===== config.mk =====
export PLATFORM = sky130hd
export DESIGN_NAME = cap_axis_top
export DESIGN_NICKNAME = d
export VERILOG_FILES = /design/src/rtl/cap_pkg.sv /design/src/rtl/cap_axis_top.sv
export VERILOG_INCLUDE_DIRS = /design/src /design/src/rtl
export SDC_FILE = /design/constraint.sdc
export NUM_CORES = 2
export LEC_CHECK = 0
export ABC_CLOCK_PERIOD_IN_PS = 22000
export BUFFER_PORTS_ARGS = -buffer_cell sky130_fd_sc_hd__buf_2
export CAP_MARGIN = 5
export CORE_MARGIN = 1
export CORE_UTILIZATION = 45
export CTS_CLUSTER_DIAMETER = 40
export CTS_CLUSTER_SIZE = 20
export DETAILED_ROUTE_END_ITERATION = 6
export HOLD_SLACK_MARGIN = 0.03
export SLEW_MARGIN = 15
export SYNTH_ARGS = -nofsm -noshare
export SYNTH_HDL_FRONTEND = slang
export SYNTH_SLANG_ARGS = --single-unit

===== constraint.sdc =====
create_clock -name clk_i -period 22 [get_ports clk_i]
set_clock_uncertainty 0.1 [all_clocks]
set_input_delay 4.4 -clock clk_i [delete_from_list [all_inputs] [get_ports clk_i]]
set_output_delay 4.4 -clock clk_i [all_outputs]
set_load 0.02 [all_outputs]

===== src/rtl/cap_consts.svh =====
// constants for the closed-loop axis positioner: offsets, fields, timing
// assumes a 50 MHz clock and 12-bit converter words on the same clock
`ifndef CAP_CONSTS_SVH
`define CAP_CONSTS_SVH
`define CAP_ADC_W 12
`define CAP_ADC_LO 12'h333
`define CAP_ADC_BRK 12'h199
`define CAP_CLK_HZ 50000000
`define CAP_CLK_NS 20
`define CAP_SSI_BAUD 150000
`define CAP_SSI_HALF (`CAP_CLK_HZ / `CAP_SSI_BAUD / 2)
`define CAP_CTRL_NS 250000
`define CAP_CTRL_CYC (`CAP_CTRL_NS / `CAP_CLK_NS)
`define CAP_OFF_CTRL 8'h00
`define CAP_OFF_WIN 8'h04
`define CAP_OFF_ESTR 8'h08
`define CAP_OFF_JOGV 8'h0C
`define CAP_OFF_FVAL 8'h10
`define CAP_OFF_SSI 8'h14
`define CAP_OFF_GAIN 8'h18
`define CAP_OFF_STRK 8'h1C
`define CAP_OFF_BRK 8'h20
`define CAP_OFF_STAT 8'h24
`define CAP_OFF_POS 8'h28
`define CAP_OFF_DEM 8'h2C
`define CAP_B_SRC_AN 0
`define CAP_B_OUT_CUR 1
`define CAP_B_OUT_INV 2
`define CAP_B_PROF 3
`define CAP_F_CURVE 5:4
`define CAP_B_FLT_EN 6
`define CAP_B_CMD_CUR 7
`define CAP_B_SPD_CUR 8
`define CAP_B_FB_CUR 9
`define CAP_F_LEN 4:0
`define CAP_B_GRAY 8
`define CAP_F_RES 23:16
`define CAP_F_GAIN 7:0
`define CAP_F_GSH 11:8
`define CAP_F_FSH 19:16
`define CAP_F_MSH 28:24
`define CAP_CURVE_LIN 2'h0
`define CAP_CURVE_X3 2'h1
`define CAP_CURVE_X5 2'h2
`define CAP_RST_CTRL 32'h0000_0010
`define CAP_RST_WIN 32'h0000_0064
`define CAP_RST_ESTR 32'h0000_03E8
`define CAP_RST_JOGV 32'h0000_1000
`define CAP_RST_FVAL 32'h0000_0000
`define CAP_RST_SSI 32'h0001_0118
`define CAP_RST_GAIN 32'h0802_0410
`define CAP_RST_STRK 32'h0001_86A0
`define CAP_RST_BRK 32'h0000_2710
`endif


===== src/rtl/cap_pkg.sv =====
// types shared by the axis positioner
// assumes cap_consts.svh on the include path
`default_nettype none
`include "cap_consts.svh"
package cap_pkg;
	typedef enum {ST_OFF, ST_HOLD, ST_JOG, ST_RUN} cap_state_t;
	typedef enum {SSI_IDLE, SSI_LOW, SSI_HIGH} cap_ssi_t;
	typedef struct packed {
		logic enable;
		logic start;
		logic jog_pos;
		logic jog_neg;
	} cap_sw_t;
	typedef struct packed {
		logic [`CAP_ADC_W-1:0] pos_cmd;
		logic [`CAP_ADC_W-1:0] speed_cmd;
		logic [`CAP_ADC_W-1:0] fb;
	} cap_adc_t;
	typedef struct packed {
		logic [15:0] dac;
		logic [15:0] monitor;
		logic current;
		logic enable;
	} cap_aout_t;
endpackage
`default_nettype wire


===== src/rtl/cap_axis_top.sv =====
// closed-loop axis positioner with serial sensor master and wishbone regs
// assumes converter words on clk_i; switch pins and sensor data are async
`timescale 1ns/1ps
`default_nettype none
`include "cap_consts.svh"
module cap_axis_top #(
	parameter int CTRL_CYC = `CAP_CTRL_CYC,
	parameter int POS_W = 24
) (
	// clock and reset
	input wire logic clk_i,
	input wire logic rst_i,
	// wishbone slave
	input wire logic wb_cyc_i,
	input wire logic wb_stb_i,
	input wire logic wb_we_i,
	input wire logic [7:0] wb_adr_i,
	input wire logic [31:0] wb_dat_i,
	input wire logic [3:0] wb_sel_i,
	output logic [31:0] wb_dat_o,
	output logic wb_ack_o,
	// switching inputs and converter words
	input wire cap_pkg::cap_sw_t sw_i,
	input wire cap_pkg::cap_adc_t adc_i,
	// serial sensor link
	output logic ssi_clk_o,
	input wire logic ssi_dat_i,
	// analogue outputs and status
	output cap_pkg::cap_aout_t aout_o,
	output logic ready_o,
	output logic inpos_o
);
	import cap_pkg::*;
	localparam int EW = POS_W + 1;
	localparam int PW = EW + 12;
	localparam int AW = `CAP_ADC_W;

	// byte-lane merge for wishbone writes
	function automatic logic [31:0] wmask(input logic [31:0] o,
		input logic [31:0] d, input logic [3:0] s);
		logic [31:0] r;
		r = o;
		for (int i = 0; i < 4; i++)
			if (s[i])
				r[i*8 +: 8] = d[i*8 +: 8];
		return r;
	endfunction

	// converter word to 0..full fraction, 4-20 mA offset removed
	function automatic logic [AW-1:0] in_frac(input logic [AW-1:0] a,
		input logic cur);
		logic [AW+2:0] t;
		t = '0;
		if (!cur)
			return a;
		if (a < `CAP_ADC_LO)
			return '0;
		t = (AW+3)'(a - `CAP_ADC_LO) * (AW+3)'(5);
		return AW'(t >> 2);
	endfunction

	// fraction of full scale times stroke length
	function automatic logic [POS_W-1:0] to_pos(input logic [AW-1:0] f,
		input logic [POS_W-1:0] s);
		logic [POS_W+AW-1:0] p;
		p = (POS_W+AW)'(f) * (POS_W+AW)'(s);
		return POS_W'(p >> AW);
	endfunction

	// gray to binary
	function automatic logic [31:0] gray2bin(input logic [31:0] g);
		logic [31:0] b;
		b = g;
		for (int i = 30; i >= 0; i--)
			b[i] = b[i+1] ^ g[i];
		return b;
	endfunction

	// two-flop synchronisers for pins
	cap_sw_t sw_m_r, sw_s_r;
	logic dat_m_r, dat_s_r;
	always_ff @(posedge clk_i)
	begin
		if (rst_i)
		begin
			sw_m_r <= '0;
			sw_s_r <= '0;
			dat_m_r <= 1'b0;
			dat_s_r <= 1'b0;
		end
		else
		begin
			sw_m_r <= sw_i;
			sw_s_r <= sw_m_r;
			dat_m_r <= ssi_dat_i;
			dat_s_r <= dat_m_r;
		end
	end

	// register file
	logic [31:0] ctrl_r, win_r, estr_r, jogv_r, fval_r, ssi_r, gain_r;
	logic [31:0] strk_r, brk_r;
	logic ack_r, wb_wr;
	assign wb_wr = wb_cyc_i & wb_stb_i & wb_we_i & ~ack_r;
	always_ff @(posedge clk_i)
	begin
		if (rst_i)
		begin
			ctrl_r <= `CAP_RST_CTRL;
			win_r <= `CAP_RST_WIN;
			estr_r <= `CAP_RST_ESTR;
			jogv_r <= `CAP_RST_JOGV;
			fval_r <= `CAP_RST_FVAL;
			ssi_r <= `CAP_RST_SSI;
			gain_r <= `CAP_RST_GAIN;
			strk_r <= `CAP_RST_STRK;
			brk_r <= `CAP_RST_BRK;
		end
		else if (wb_wr)
		begin
			case (wb_adr_i)
				`CAP_OFF_CTRL: ctrl_r <= wmask(ctrl_r, wb_dat_i, wb_sel_i);
				`CAP_OFF_WIN: win_r <= wmask(win_r, wb_dat_i, wb_sel_i);
				`CAP_OFF_ESTR: estr_r <= wmask(estr_r, wb_dat_i, wb_sel_i);
				`CAP_OFF_JOGV: jogv_r <= wmask(jogv_r, wb_dat_i, wb_sel_i);
				`CAP_OFF_FVAL: fval_r <= wmask(fval_r, wb_dat_i, wb_sel_i);
				`CAP_OFF_SSI: ssi_r <= wmask(ssi_r, wb_dat_i, wb_sel_i);
				`CAP_OFF_GAIN: gain_r <= wmask(gain_r, wb_dat_i, wb_sel_i);
				`CAP_OFF_STRK: strk_r <= wmask(strk_r, wb_dat_i, wb_sel_i);
				`CAP_OFF_BRK: brk_r <= wmask(brk_r, wb_dat_i, wb_sel_i);
				default: ;
			endcase
		end
	end

	// control period tick
	logic [15:0] tick_cnt_r;
	logic tick;
	assign tick = (tick_cnt_r == 16'(CTRL_CYC - 1));
	always_ff @(posedge clk_i)
	begin
		if (rst_i || tick)
			tick_cnt_r <= '0;
		else
			tick_cnt_r <= tick_cnt_r + 16'h0001;
	end

	// serial sensor master: one frame per control period
	cap_ssi_t ssi_st_r;
	logic [7:0] half_r;
	logic [4:0] nb_r;
	logic [31:0] shf_r;
	logic [POS_W-1:0] ssi_pos_r;
	logic ssi_err_r, half_end;
	assign half_end = (half_r == 8'(`CAP_SSI_HALF - 1));
	always_ff @(posedge clk_i)
	begin
		if (rst_i)
		begin
			ssi_st_r <= SSI_IDLE;
			half_r <= '0;
			nb_r <= '0;
			shf_r <= '0;
			ssi_pos_r <= '0;
			ssi_err_r <= 1'b0;
		end
		else
		begin
			half_r <= (ssi_st_r == SSI_IDLE || half_end) ? 8'h00 :
				half_r + 8'h01;
			case (ssi_st_r)
				SSI_IDLE:
					if (tick)
					begin
						ssi_st_r <= SSI_LOW;
						nb_r <= '0;
						shf_r <= '0;
						ssi_err_r <= ~dat_s_r;
					end
				SSI_LOW:
					if (half_end)
						ssi_st_r <= SSI_HIGH;
				SSI_HIGH:
					if (half_end && nb_r == ssi_r[`CAP_F_LEN])
					begin
						ssi_st_r <= SSI_IDLE;
						ssi_err_r <= ssi_err_r | dat_s_r;
						ssi_pos_r <= POS_W'((ssi_r[`CAP_B_GRAY] ?
							gray2bin(shf_r) : shf_r) *
							32'(ssi_r[`CAP_F_RES]));
					end
					else if (half_end)
					begin
						ssi_st_r <= SSI_LOW;
						nb_r <= nb_r + 5'h01;
						shf_r <= {shf_r[30:0], dat_s_r};
					end
				default: ssi_st_r <= SSI_IDLE;
			endcase
		end
	end
	assign ssi_clk_o = (ssi_st_r != SSI_LOW);

	// scaled analogue inputs and error detection
	logic [AW-1:0] cmd_f, spd_f, fb_f;
	logic [POS_W-1:0] cmd_pos, fb_pos;
	logic cmd_brk, fb_brk;
	assign cmd_f = in_frac(adc_i.pos_cmd, ctrl_r[`CAP_B_CMD_CUR]);
	assign spd_f = in_frac(adc_i.speed_cmd, ctrl_r[`CAP_B_SPD_CUR]);
	assign fb_f = in_frac(adc_i.fb, ctrl_r[`CAP_B_FB_CUR]);
	assign cmd_pos = to_pos(cmd_f, strk_r[POS_W-1:0]);
	assign fb_pos = to_pos(fb_f, strk_r[POS_W-1:0]);
	assign cmd_brk = (ctrl_r[`CAP_B_CMD_CUR] &&
		adc_i.pos_cmd < `CAP_ADC_BRK) || (ctrl_r[`CAP_B_SPD_CUR] &&
		adc_i.speed_cmd < `CAP_ADC_BRK);
	assign fb_brk = ctrl_r[`CAP_B_FB_CUR] && adc_i.fb < `CAP_ADC_BRK;

	// per-period sampling of actual position and errors
	logic [POS_W-1:0] act_r, tgt_r;
	logic sens_err_r, cmd_err_r;
	always_ff @(posedge clk_i)
	begin
		if (rst_i)
		begin
			act_r <= '0;
			sens_err_r <= 1'b0;
			cmd_err_r <= 1'b0;
		end
		else if (tick)
		begin
			act_r <= ctrl_r[`CAP_B_SRC_AN] ? fb_pos : ssi_pos_r;
			sens_err_r <= ctrl_r[`CAP_B_SRC_AN] ? fb_brk : ssi_err_r;
			cmd_err_r <= cmd_brk;
		end
	end

	// position error and controller law
	logic signed [EW-1:0] err, cerr;
	logic [EW-1:0] abs_err, abs_cerr;
	logic signed [PW-1:0] prod;
	logic signed [15:0] ctl, lim, raw;
	logic [3:0] mult;
	assign err = $signed({1'b0, tgt_r}) - $signed({1'b0, act_r});
	assign cerr = $signed({1'b0, cmd_pos}) - $signed({1'b0, act_r});
	assign abs_err = err[EW-1] ? EW'(-err) : EW'(err);
	assign abs_cerr = cerr[EW-1] ? EW'(-cerr) : EW'(cerr);
	assign lim = $signed({1'b0, spd_f, 3'h0});

	// gain boost inside braking zone per curve, with the profile bit clear
	always_comb
	begin
		mult = 4'h1;
		if (!ctrl_r[`CAP_B_PROF] && abs_err < EW'(brk_r))
			case (ctrl_r[`CAP_F_CURVE])
				`CAP_CURVE_X3: mult = 4'h3;
				`CAP_CURVE_X5: mult = 4'h5;
				default: mult = 4'h1;
			endcase
	end

	// proportional term, saturated, and speed limited with the profile bit clear
	always_comb
	begin
		prod = (PW'(err) * $signed({1'b0, gain_r[`CAP_F_GAIN]}) *
			$signed({1'b0, mult})) >>> gain_r[`CAP_F_GSH];
		if (prod > PW'(32767))
			ctl = 16'sh7FFF;
		else if (prod < -PW'(32767))
			ctl = -16'sh7FFF;
		else
			ctl = prod[15:0];
		if (!ctrl_r[`CAP_B_PROF])
		begin
			if (ctl > lim)
				ctl = lim;
			else if (ctl < -lim)
				ctl = -lim;
		end
	end

	// sequence state machine
	cap_state_t st_r;
	logic signed [15:0] dem_r;
	logic jog_any, moving;
	logic [POS_W-1:0] step;
	assign jog_any = sw_s_r.jog_pos ^ sw_s_r.jog_neg;
	assign moving = (dem_r != 16'sh0000);
	assign step = POS_W'(spd_f);
	always_ff @(posedge clk_i)
	begin
		if (rst_i)
		begin
			st_r <= ST_OFF;
			tgt_r <= '0;
		end
		else if (tick && !sw_s_r.enable)
			st_r <= ST_OFF;
		else if (tick)
			case (st_r)
				ST_OFF:
				begin
					st_r <= ST_HOLD;
					tgt_r <= act_r;
				end
				ST_HOLD:
					if (sw_s_r.start)
						st_r <= ST_RUN;
					else if (jog_any)
						st_r <= ST_JOG;
				ST_JOG:
					if (sw_s_r.start || !jog_any)
					begin
						st_r <= ST_HOLD;
						tgt_r <= act_r;
					end
				ST_RUN:
					if (!sw_s_r.start)
					begin
						st_r <= ST_HOLD;
						if (!moving)
							tgt_r <= act_r;
						else if (dem_r > 16'sh0000)
							tgt_r <= act_r + estr_r[POS_W-1:0];
						else
							tgt_r <= act_r - estr_r[POS_W-1:0];
					end
					else if (!ctrl_r[`CAP_B_PROF])
						tgt_r <= cmd_pos;
					else if (tgt_r + step < cmd_pos)
						tgt_r <= tgt_r + step;
					else if (tgt_r > cmd_pos + step)
						tgt_r <= tgt_r - step;
					else
						tgt_r <= cmd_pos;
				default: st_r <= ST_OFF;
			endcase
	end

	// raw demand per state
	always_comb
	begin
		case (st_r)
			ST_JOG: raw = sw_s_r.jog_pos ? $signed(jogv_r[15:0]) :
				-$signed(jogv_r[15:0]);
			ST_HOLD, ST_RUN: raw = ctl;
			default: raw = 16'sh0000;
		endcase
	end

	// first-order lag on the demand
	logic signed [16:0] dlt;
	assign dlt = (17'(raw) - 17'(dem_r)) >>> gain_r[`CAP_F_FSH];
	always_ff @(posedge clk_i)
	begin
		if (rst_i || st_r == ST_OFF)
			dem_r <= '0;
		else if (tick)
			dem_r <= dem_r + dlt[15:0];
	end

	// output stage: fault value, polarity, voltage or current code
	logic fault;
	logic signed [15:0] odem;
	assign fault = !sw_s_r.enable || sens_err_r ||
		(st_r == ST_RUN && cmd_err_r);
	always_comb
	begin
		if (fault && ctrl_r[`CAP_B_FLT_EN])
			odem = $signed(fval_r[15:0]);
		else if (st_r == ST_OFF || fault)
			odem = 16'sh0000;
		else
			odem = dem_r;
		if (ctrl_r[`CAP_B_OUT_INV])
			odem = -odem;
	end
	always_ff @(posedge clk_i)
	begin
		if (rst_i)
			aout_o <= '0;
		else
		begin
			aout_o.dac <= ctrl_r[`CAP_B_OUT_CUR] ?
				{~odem[15], odem[14:0]} : odem;
			aout_o.current <= ctrl_r[`CAP_B_OUT_CUR];
			aout_o.enable <= sw_s_r.enable ||
				(fault && ctrl_r[`CAP_B_FLT_EN]);
			aout_o.monitor <= 16'(act_r >> gain_r[`CAP_F_MSH]);
		end
	end

	// status outputs
	always_ff @(posedge clk_i)
	begin
		if (rst_i)
		begin
			ready_o <= 1'b0;
			inpos_o <= 1'b0;
		end
		else
		begin
			ready_o <= sw_s_r.enable && !sens_err_r;
			inpos_o <= sw_s_r.start && st_r == ST_RUN &&
				abs_cerr <= EW'(win_r);
		end
	end

	// bus answer and read mux
	always_ff @(posedge clk_i)
	begin
		if (rst_i)
		begin
			ack_r <= 1'b0;
			wb_dat_o <= '0;
		end
		else
		begin
			ack_r <= wb_cyc_i & wb_stb_i & ~ack_r;
			case (wb_adr_i)
				`CAP_OFF_CTRL: wb_dat_o <= ctrl_r;
				`CAP_OFF_WIN: wb_dat_o <= win_r;
				`CAP_OFF_ESTR: wb_dat_o <= estr_r;
				`CAP_OFF_JOGV: wb_dat_o <= jogv_r;
				`CAP_OFF_FVAL: wb_dat_o <= fval_r;
				`CAP_OFF_SSI: wb_dat_o <= ssi_r;
				`CAP_OFF_GAIN: wb_dat_o <= gain_r;
				`CAP_OFF_STRK: wb_dat_o <= strk_r;
				`CAP_OFF_BRK: wb_dat_o <= brk_r;
				`CAP_OFF_STAT: wb_dat_o <= {25'h0, 2'(st_r), cmd_err_r,
					sens_err_r, fault, inpos_o, ready_o};
				`CAP_OFF_POS: wb_dat_o <= 32'(act_r);
				`CAP_OFF_DEM: wb_dat_o <= 32'(dem_r);
				default: wb_dat_o <= '0;
			endcase
		end
	end
	assign wb_ack_o = ack_r;
endmodule
`default_nettype wire


; After elaboration in Yosys (flattened, before gate mapping)
; Index checks and enable logic that the tools add are counted.
[totals]
reg_bits = 583
elab_cells = 329
[op_classes]
n_mux = 66
n_bitwise = 41
n_eq_ne = 32
shifts = 3
reduce_logical = 77
n_lt_le_gt_ge = 15
n_mul = 8
add_sub_neg = 20
[ops]
columns = cell, n
row1 = case mux 32 bit (12 select lines), 1
row2 = two-way mux 32 bit, 11
row3 = two-way mux 24 bit, 8
row4 = two-way mux 16 bit, 10
row5 = two-way mux 12 bit, 12
row6 = zero test 32 bit, 4
row7 = case mux 32 bit (4 select lines), 1
row8 = AND reduction 3 bit, 38
row9 = equality test 32 x 2 -> 1 bit (second input constant), 3
row10 = case mux 32 bit (3 select lines), 1
row11 = multiplier 12 x 24 -> 36 bit, 2
row12 = case mux 24 bit (3 select lines), 1
row13 = equality test 32 x 1 -> 1 bit (second input constant), 2
row14 = case mux 32 bit (2 select lines), 1
row15 = two-way mux 25 bit, 2
row16 = negator 25 bit, 2
row17 = subtractor 24 x 24 -> 25 bit, 2
row18 = adder 24 x 12 -> 24 bit, 2
row19 = multiplier 15 x 3 -> 14 bit (second input constant), 3
row20 = subtractor 12 x 10 -> 13 bit (second input constant), 3
row21 = greater-than comparator 37 x 16 -> 1 bit (second input constant), 1
row22 = less-than comparator 37 x 16 -> 1 bit (second input constant), 1
row23 = multiplier 34 x 4 -> 37 bit, 1
row24 = >>> shifter 37 x 4 -> 37 bit, 1
row25 = 58 further kinds, 149

; Logic depth before layout (Yosys ltp)
[depth]
word_depth = 33
mapped_depth = 115
ltp_nobuf = 109

; Worst setup path after synthesis
; Ideal clock, no wire load.
[synth_path]
path_type = reg2reg
startpoint = reg act_r[2]
endpoint = reg dem_r[15]
n_path_buf = 3
synth_period_minus_slack_ps = 20959
setup_slack_ps = 1041
arrival_ps = 20738
path_stages_with_launch = 105
path_cell_list = dfxtp_1 inv_1 ha_1 nor2b_1 o21ai_0 a21boi_1 o21ai_0 a21boi_0 o21ai_1 a21oi_1 o31ai_1 o21ai_0 o41ai_1 o2111ai_1 o21ai_0 o21bai_1 a21oi_1 clkbuf_1 [69 not listed] mux2i_1 ha_1 a21o_1 a21oi_1 o21bai_1 a21oi_1 o21bai_1 a21oi_1 o21bai_1 a21oi_1 o21bai_1 a21oi_1 o21bai_1 a21oi_1 o21ai_0 or2_2 mux2i_1 mux2_2
[synth_via]
elab_chain_len = 19
[synth_rtl]
columns = element, line_no
row1 = start: declaration, cap_axis_top.sv:219  ; logic [POS_W-1:0] act_r, tgt_r;
row2 = start signal: assignment, cap_axis_top.sv:231  ; act_r <= ctrl_r[`CAP_B_SRC_AN] ? fb_pos : ssi_pos_r;
row3 = subtractor 24 x 24 -> 25 bit *, cap_axis_top.sv:243  ; assign err = $signed({1'b0, tgt_r}) - $signed({1'b0, act_r});
row4 = negator 25 bit, cap_axis_top.sv:245  ; assign abs_err = err[EW-1] ? EW'(-err) : EW'(err);
row5 = two-way mux 25 bit, cap_axis_top.sv:245
row6 = less-than comparator 25 bit, cap_axis_top.sv:253  ; if (!ctrl_r[`CAP_B_PROF] && abs_err < EW'(brk_r))
row7 = logical AND 1 bit, cap_axis_top.sv:253
row8 = two-way mux 3 bit, cap_axis_top.sv:253
row9 = multiplier 34 x 4 -> 37 bit *, cap_axis_top.sv:264  ; prod = (PW'(err) * $signed({1'b0, gain_r[`CAP_F_GAIN]}) *
row10 = >>> shifter 37 x 4 -> 37 bit *, cap_axis_top.sv:264
row11 = [3 not listed], n/a
row12 = less-than comparator 16 bit, cap_axis_top.sv:276  ; else if (ctl < -lim)
row13 = two-way mux 16 bit, cap_axis_top.sv:276
row14 = two-way mux 16 bit, cap_axis_top.sv:274  ; if (ctl > lim)
row15 = two-way mux 16 bit *, cap_axis_top.sv:272  ; if (!ctrl_r[`CAP_B_PROF])
row16 = case mux 16 bit (2 select lines) *, cap_axis_top.sv:342  ; case (st_r)
row17 = subtractor 16 x 16 -> 17 bit *, cap_axis_top.sv:352  ; assign dlt = (17'(raw) - 17'(dem_r)) >>> gain_r[`CAP_F_FSH];
row18 = >>> shifter 17 x 4 -> 16 bit *, cap_axis_top.sv:352
row19 = adder 16 bit *, cap_axis_top.sv:358  ; dem_r <= dem_r + dlt[15:0];
row20 = end signal: assignment, cap_axis_top.sv:358
row21 = end: declaration, cap_axis_top.sv:283  ; logic signed [15:0] dem_r;
; Mark *: on every way between the ends. The rest lies on a longest branch, timed or not.
; A chain may end at the register's enable or synchronous reset.

; Final worst setup path
[layout_path]
startpoint = reg tgt_r[0]
endpoint = reg dem_r[15]
[layout_via]
elab_chain_len = 19
[layout_rtl]
columns = element, line_no
row1 = start: declaration, cap_axis_top.sv:219
row2 = start signal: assignment, cap_axis_top.sv:303  ; tgt_r <= act_r;
row3 = start signal: assignment, cap_axis_top.sv:314  ; tgt_r <= act_r;
row4 = start signal: assignment, cap_axis_top.sv:321  ; tgt_r <= act_r;
row5 = subtractor 24 x 24 -> 25 bit *, cap_axis_top.sv:243
row6 = negator 25 bit, cap_axis_top.sv:245
row7 = two-way mux 25 bit, cap_axis_top.sv:245
row8 = less-than comparator 25 bit, cap_axis_top.sv:253
row9 = logical AND 1 bit, cap_axis_top.sv:253
row10 = two-way mux 3 bit, cap_axis_top.sv:253
row11 = multiplier 34 x 4 -> 37 bit *, cap_axis_top.sv:264
row12 = >>> shifter 37 x 4 -> 37 bit *, cap_axis_top.sv:264
row13 = [3 not listed], n/a
row14 = less-than comparator 16 bit, cap_axis_top.sv:276
row15 = two-way mux 16 bit, cap_axis_top.sv:276
row16 = two-way mux 16 bit, cap_axis_top.sv:274
row17 = two-way mux 16 bit *, cap_axis_top.sv:272
row18 = case mux 16 bit (2 select lines) *, cap_axis_top.sv:342
row19 = subtractor 16 x 16 -> 17 bit *, cap_axis_top.sv:352
row20 = >>> shifter 17 x 4 -> 16 bit *, cap_axis_top.sv:352
row21 = adder 16 bit *, cap_axis_top.sv:358
; Marks and branches as above.

==> results.md <==
* Sequential power share at around a fifth
* Total gr overflow at 0
* Row Count at 147
* Clk slew on worst S/H paths at ~80 ps
* Top Family by Delay on Critical Path: compound AO/OA/AOI/OAI gates
* Largest net degree at the start of global routing at about 170
* Clock root buffer: clkbuf_16
* Clk buf depth at 3
* Top FF cell, synth: dfxtp_1
* Die Wd at 404 um
* Final Setup Violations at 0
* DRC viols at 15
* TritonCTS clock tree: done
* IO Pins at 160
* Mapped Cells at 9,291
* Initial core utilization at a little under half
* Die Ht at 404 um
* Fin. max-slew vios at 0
* First-pass GRT wire length at ~410 mm
* WP data arrival at roughly 21,000 ps
* YS warnings at 0
* Dominant cell type by area after synthesis: fa_1
* Relative slew margins at 18.7%
* Switch Pwr at about 0.0022 W
* Nets at 10.8k
* Fmax achieved at 47.8 MHz
* Synthesized flop and latch total at 523
* Asr flop ratio synth at 0%
* VDD IR max at 0.0867 mV
* CP Buf/Inv Count at 9
* # clock sinks at 523
* Crit end category: flop
* Drt total wl at 268 mm
* DR WL/cell at about 23 um
* Clock network power share at 27.7%
* Worst path slowest cell: fa_1
* Post-synthesis cell type count at 105
* Detail Route Antenna Nets at 0
* Synth Cell Area at 72,700 um^2
* Max Cap Viol at 0
* Failing checks: DRC
* Tcrit/Tclk final at 95.2%
* Vias post-DR at 67.4k
* Fillers at 15.7k
* CP peak stage delay at 540 ps
* Nature of the critical path startpoint: flop
* PD cells at 61.0 nW/um^2
* Worst slew pin tran at 1210 ps
* Vias/cell at a little under 6
* Hold buffers post-CTS at 0
* Sw Ratio at 44.6%
* Sequential fraction of the synthesis area at 14.4%
* P_leak at 35.1 nW
* Top cell type's share of synthesized area at slightly above 20%
* Crit path kind: reg -> reg
* Share of cells above drive strength 1 at 8.73%
* Status: complete, but fails checks
* Gr usage total at 32.6%
* Initial DRC Count at 6,142
* Worst-path fanout max at 7
* Sum Neg Setup Slack at 0 ps
* CTS Buf Count at between 70 and 80
* H-tree Lvls at 3
* Worst Path Required at 22,460 ps
* Gpl congestion at 0.998
* Clock latency on the worst-skew pair at 680 ps
* Syn Nets at 10.8k
* Total power draw at 0.00489 W
* Final Hold Vio Count at 0
* Comb power frac at 52.9%
* Internal Dissipation at 0.00271 W
* Vias in the first global route at 66.0k
* Mean Syn Cell Area at a little under 8 um^2
* Port Buffers at 159
* Post-synth EDFFs at 0
* Post-Route Utilization at around half
* HPWL Detailed at 212 mm
* Initial antenna violation count at 23
* HP Class: reg -> reg
* Ranking of synthesized cells by area: fa_1 21%, dfxtp_1 14%, ha_1 11%
* Placeable Area at 161,000 um^2
* Final Critical Period at 20,930 ps
* Initial DRT Pass Iterations at 7
* Area growth, synth to finish at 10.2%
* Die ar. at 163,000 um^2
## layer usage
metal / vias up / share of wire [%] / GRT usage [%]
li1: 31000 / - / -
met1: 33100 / 44 / 45.4
met2: 2848 / 43 / 49.4
met3: 500 / 8.7 / 6.01
met4: 4 / 4.5 / 13.4
met5: - / 0.0093 / 0
## worst register-to-register path: cells and delay by family, from the launching register on
kind	cells	cell delay [ps]
AO/OA/AOI/OAI	61	10070
XOR/XNOR	2	490
adder cells (fa/ha/maj)	13	4750
buffers and inverters	9	1180
flip-flops	1	360
multiplexers	6	1770
AND/OR/NAND/NOR	15	2070
## path summary, 6_finish.rpt
path	from	to	slack, ps	cells past startpoint
worst max-delay path	tgt_r[0]	dem_r[15]	1070	106
worst min-delay path	sw_m_r[3]	sw_s_r[3]	350	1
worst max register to register	tgt_r[0]	dem_r[15]	1070	106
worst min register to register	sw_m_r[3]	sw_s_r[3]	350	1
## cell families (layout without fill, tap and decap cells)
kind of cell    Yosys count  count (layout)  share of synthesized area, %
simple gates           3321            3321                          20.9
buf+inv                1572            1676                          8.14
compound gates         1888            1888                          16.9
fa+ha+maj              1394            1394                          31.7
xor+xnor                478             478                          5.94
mux                     115             115                          2.03
flops                   523             523                          14.4
other cells               0              15                             0
## registers in the layout (all words and copies together) (netlist names), 2 cells and up
| register | flops |
|---|---|
| st_r | 2 |
| shf_r | 32 |
| wb_dat_o | 32 |
| ssi_r | 32 |
| fval_r | 32 |
| sw_m_r | 4 |
| gain_r | 32 |
| strk_r | 32 |
| aout_o | 34 |
| ssi_pos_r | 24 |
| sw_s_r | 4 |
| ctrl_r | 32 |
| jogv_r | 32 |
| nb_r | 5 |
| estr_r | 32 |
| half_r | 8 |
| ssi_st_r | 2 |
| act_r | 24 |
| brk_r | 32 |
| tick_cnt_r | 16 |
| dem_r | 16 |
| win_r | 32 |
| tgt_r | 24 |
## layout by cell type (no fill, tap or decap), types with 29 or more instances in the layout
cell type  Yosys  layout
buf_2         13     159
a211oi_1      87      83
a21o_1        92      92
nand3b_1      39      39
nor2_1       529     515
a22oi_1       70      70
nand3_1      111     111
clkbuf_16      0      80
a21oi_1      673     644
nor2b_1      227     227
fa_1         747     747
a31oi_1       76      73
o21ai_1       18      32
a21oi_2        2      29
and2_1       231     229
dfxtp_1      523     514
o31ai_1       43      39
xor2_1       158     151
o21bai_1      54      54
o211ai_1      41      41
ha_1         647     645
or3_1         37      37
and3_1        56      56
xnor2_1      308     303
a221oi_1      83      82
nor4_1        38      33
mux2i_1       79      77
o21ai_0      262     235
inv_1       1084    1084
buf_4          1     278
nand2b_1     101     101
a22o_1        37      37
o21a_1        59      57
nand2_1     1664    1663
nand4_1       51      51
nor3_1       137     132
## stage by stage
stage	hold slack (ps)	worst slack, ps	area [um^2]	std cells
final	347	1070	80100	11600
after CTS	344	22.8	79400	11500
after global routing	357	-140	80100	11600
after global placement	325	288	76600	11400
after detailed placement	329	-61.8	76600	11400
after floorplan	314	1040	72700	9291
## power groups by stage
stage | combinational, W | clock (W) | sequential, W
floorplan | 0.00174 | 0 | 0.000970
global placement | 0.00245 | 0 | 0.000971
detailed placement | 0.00249 | 0 | 0.000971
CTS | 0.00252 | 0.00137 | 0.000949
global route | 0.00284 | 0.00140 | 0.000949
finish | 0.00259 | 0.00135 | 0.000949
## area by class of cell
class / count / area, um^2 / area share (%)
antenna: 15 / 37.5 / 0.0468
tap: 2160 / 2700 / 3.37
sequential: 523 / 10500 / 13.1
clock inverter: 59 / 754 / 0.942
multi-input combinational: 7196 / 57000 / 71.2
clock buffer: 85 / 2070 / 2.58
timing repair buffer: 441 / 2940 / 3.67
inverter: 1091 / 4100 / 5.11
## Yosys cell counts, types with 43 or more instances
| cell type | n |
|---|---|
| mux2i_1 | 79 |
| a31oi_1 | 76 |
| a221oi_1 | 83 |
| o21ai_0 | 262 |
| nand3_1 | 111 |
| nor2_1 | 529 |
| clkbuf_1 | 395 |
| o21bai_1 | 54 |
| nand4_1 | 51 |
| nor3_1 | 137 |
| ha_1 | 647 |
| and3_1 | 56 |
| nand2_1 | 1664 |
| a21o_1 | 92 |
| inv_1 | 1084 |
| xnor2_1 | 308 |
| fa_1 | 747 |
| a22oi_1 | 70 |
| nand2b_1 | 101 |
| buf_1 | 70 |
| o21a_1 | 59 |
| a21oi_1 | 673 |
| xor2_1 | 158 |
| a211oi_1 | 87 |
| dfxtp_1 | 523 |
| nor2b_1 | 227 |
| and2_1 | 231 |
| o31ai_1 | 43 |
## timing repair
| action | 4_1_cts | 5_1_grt |
|---|---|---|
| setup buffers | 0 | 17 |
| cloned | 0 | 1 |
| resized for setup | 6 | 137 |
| setup endpoints to repair | 1 | 12 |
| pin swaps | 0 | 28 |
Note: power is estimated with default switching activity, not from simulation.
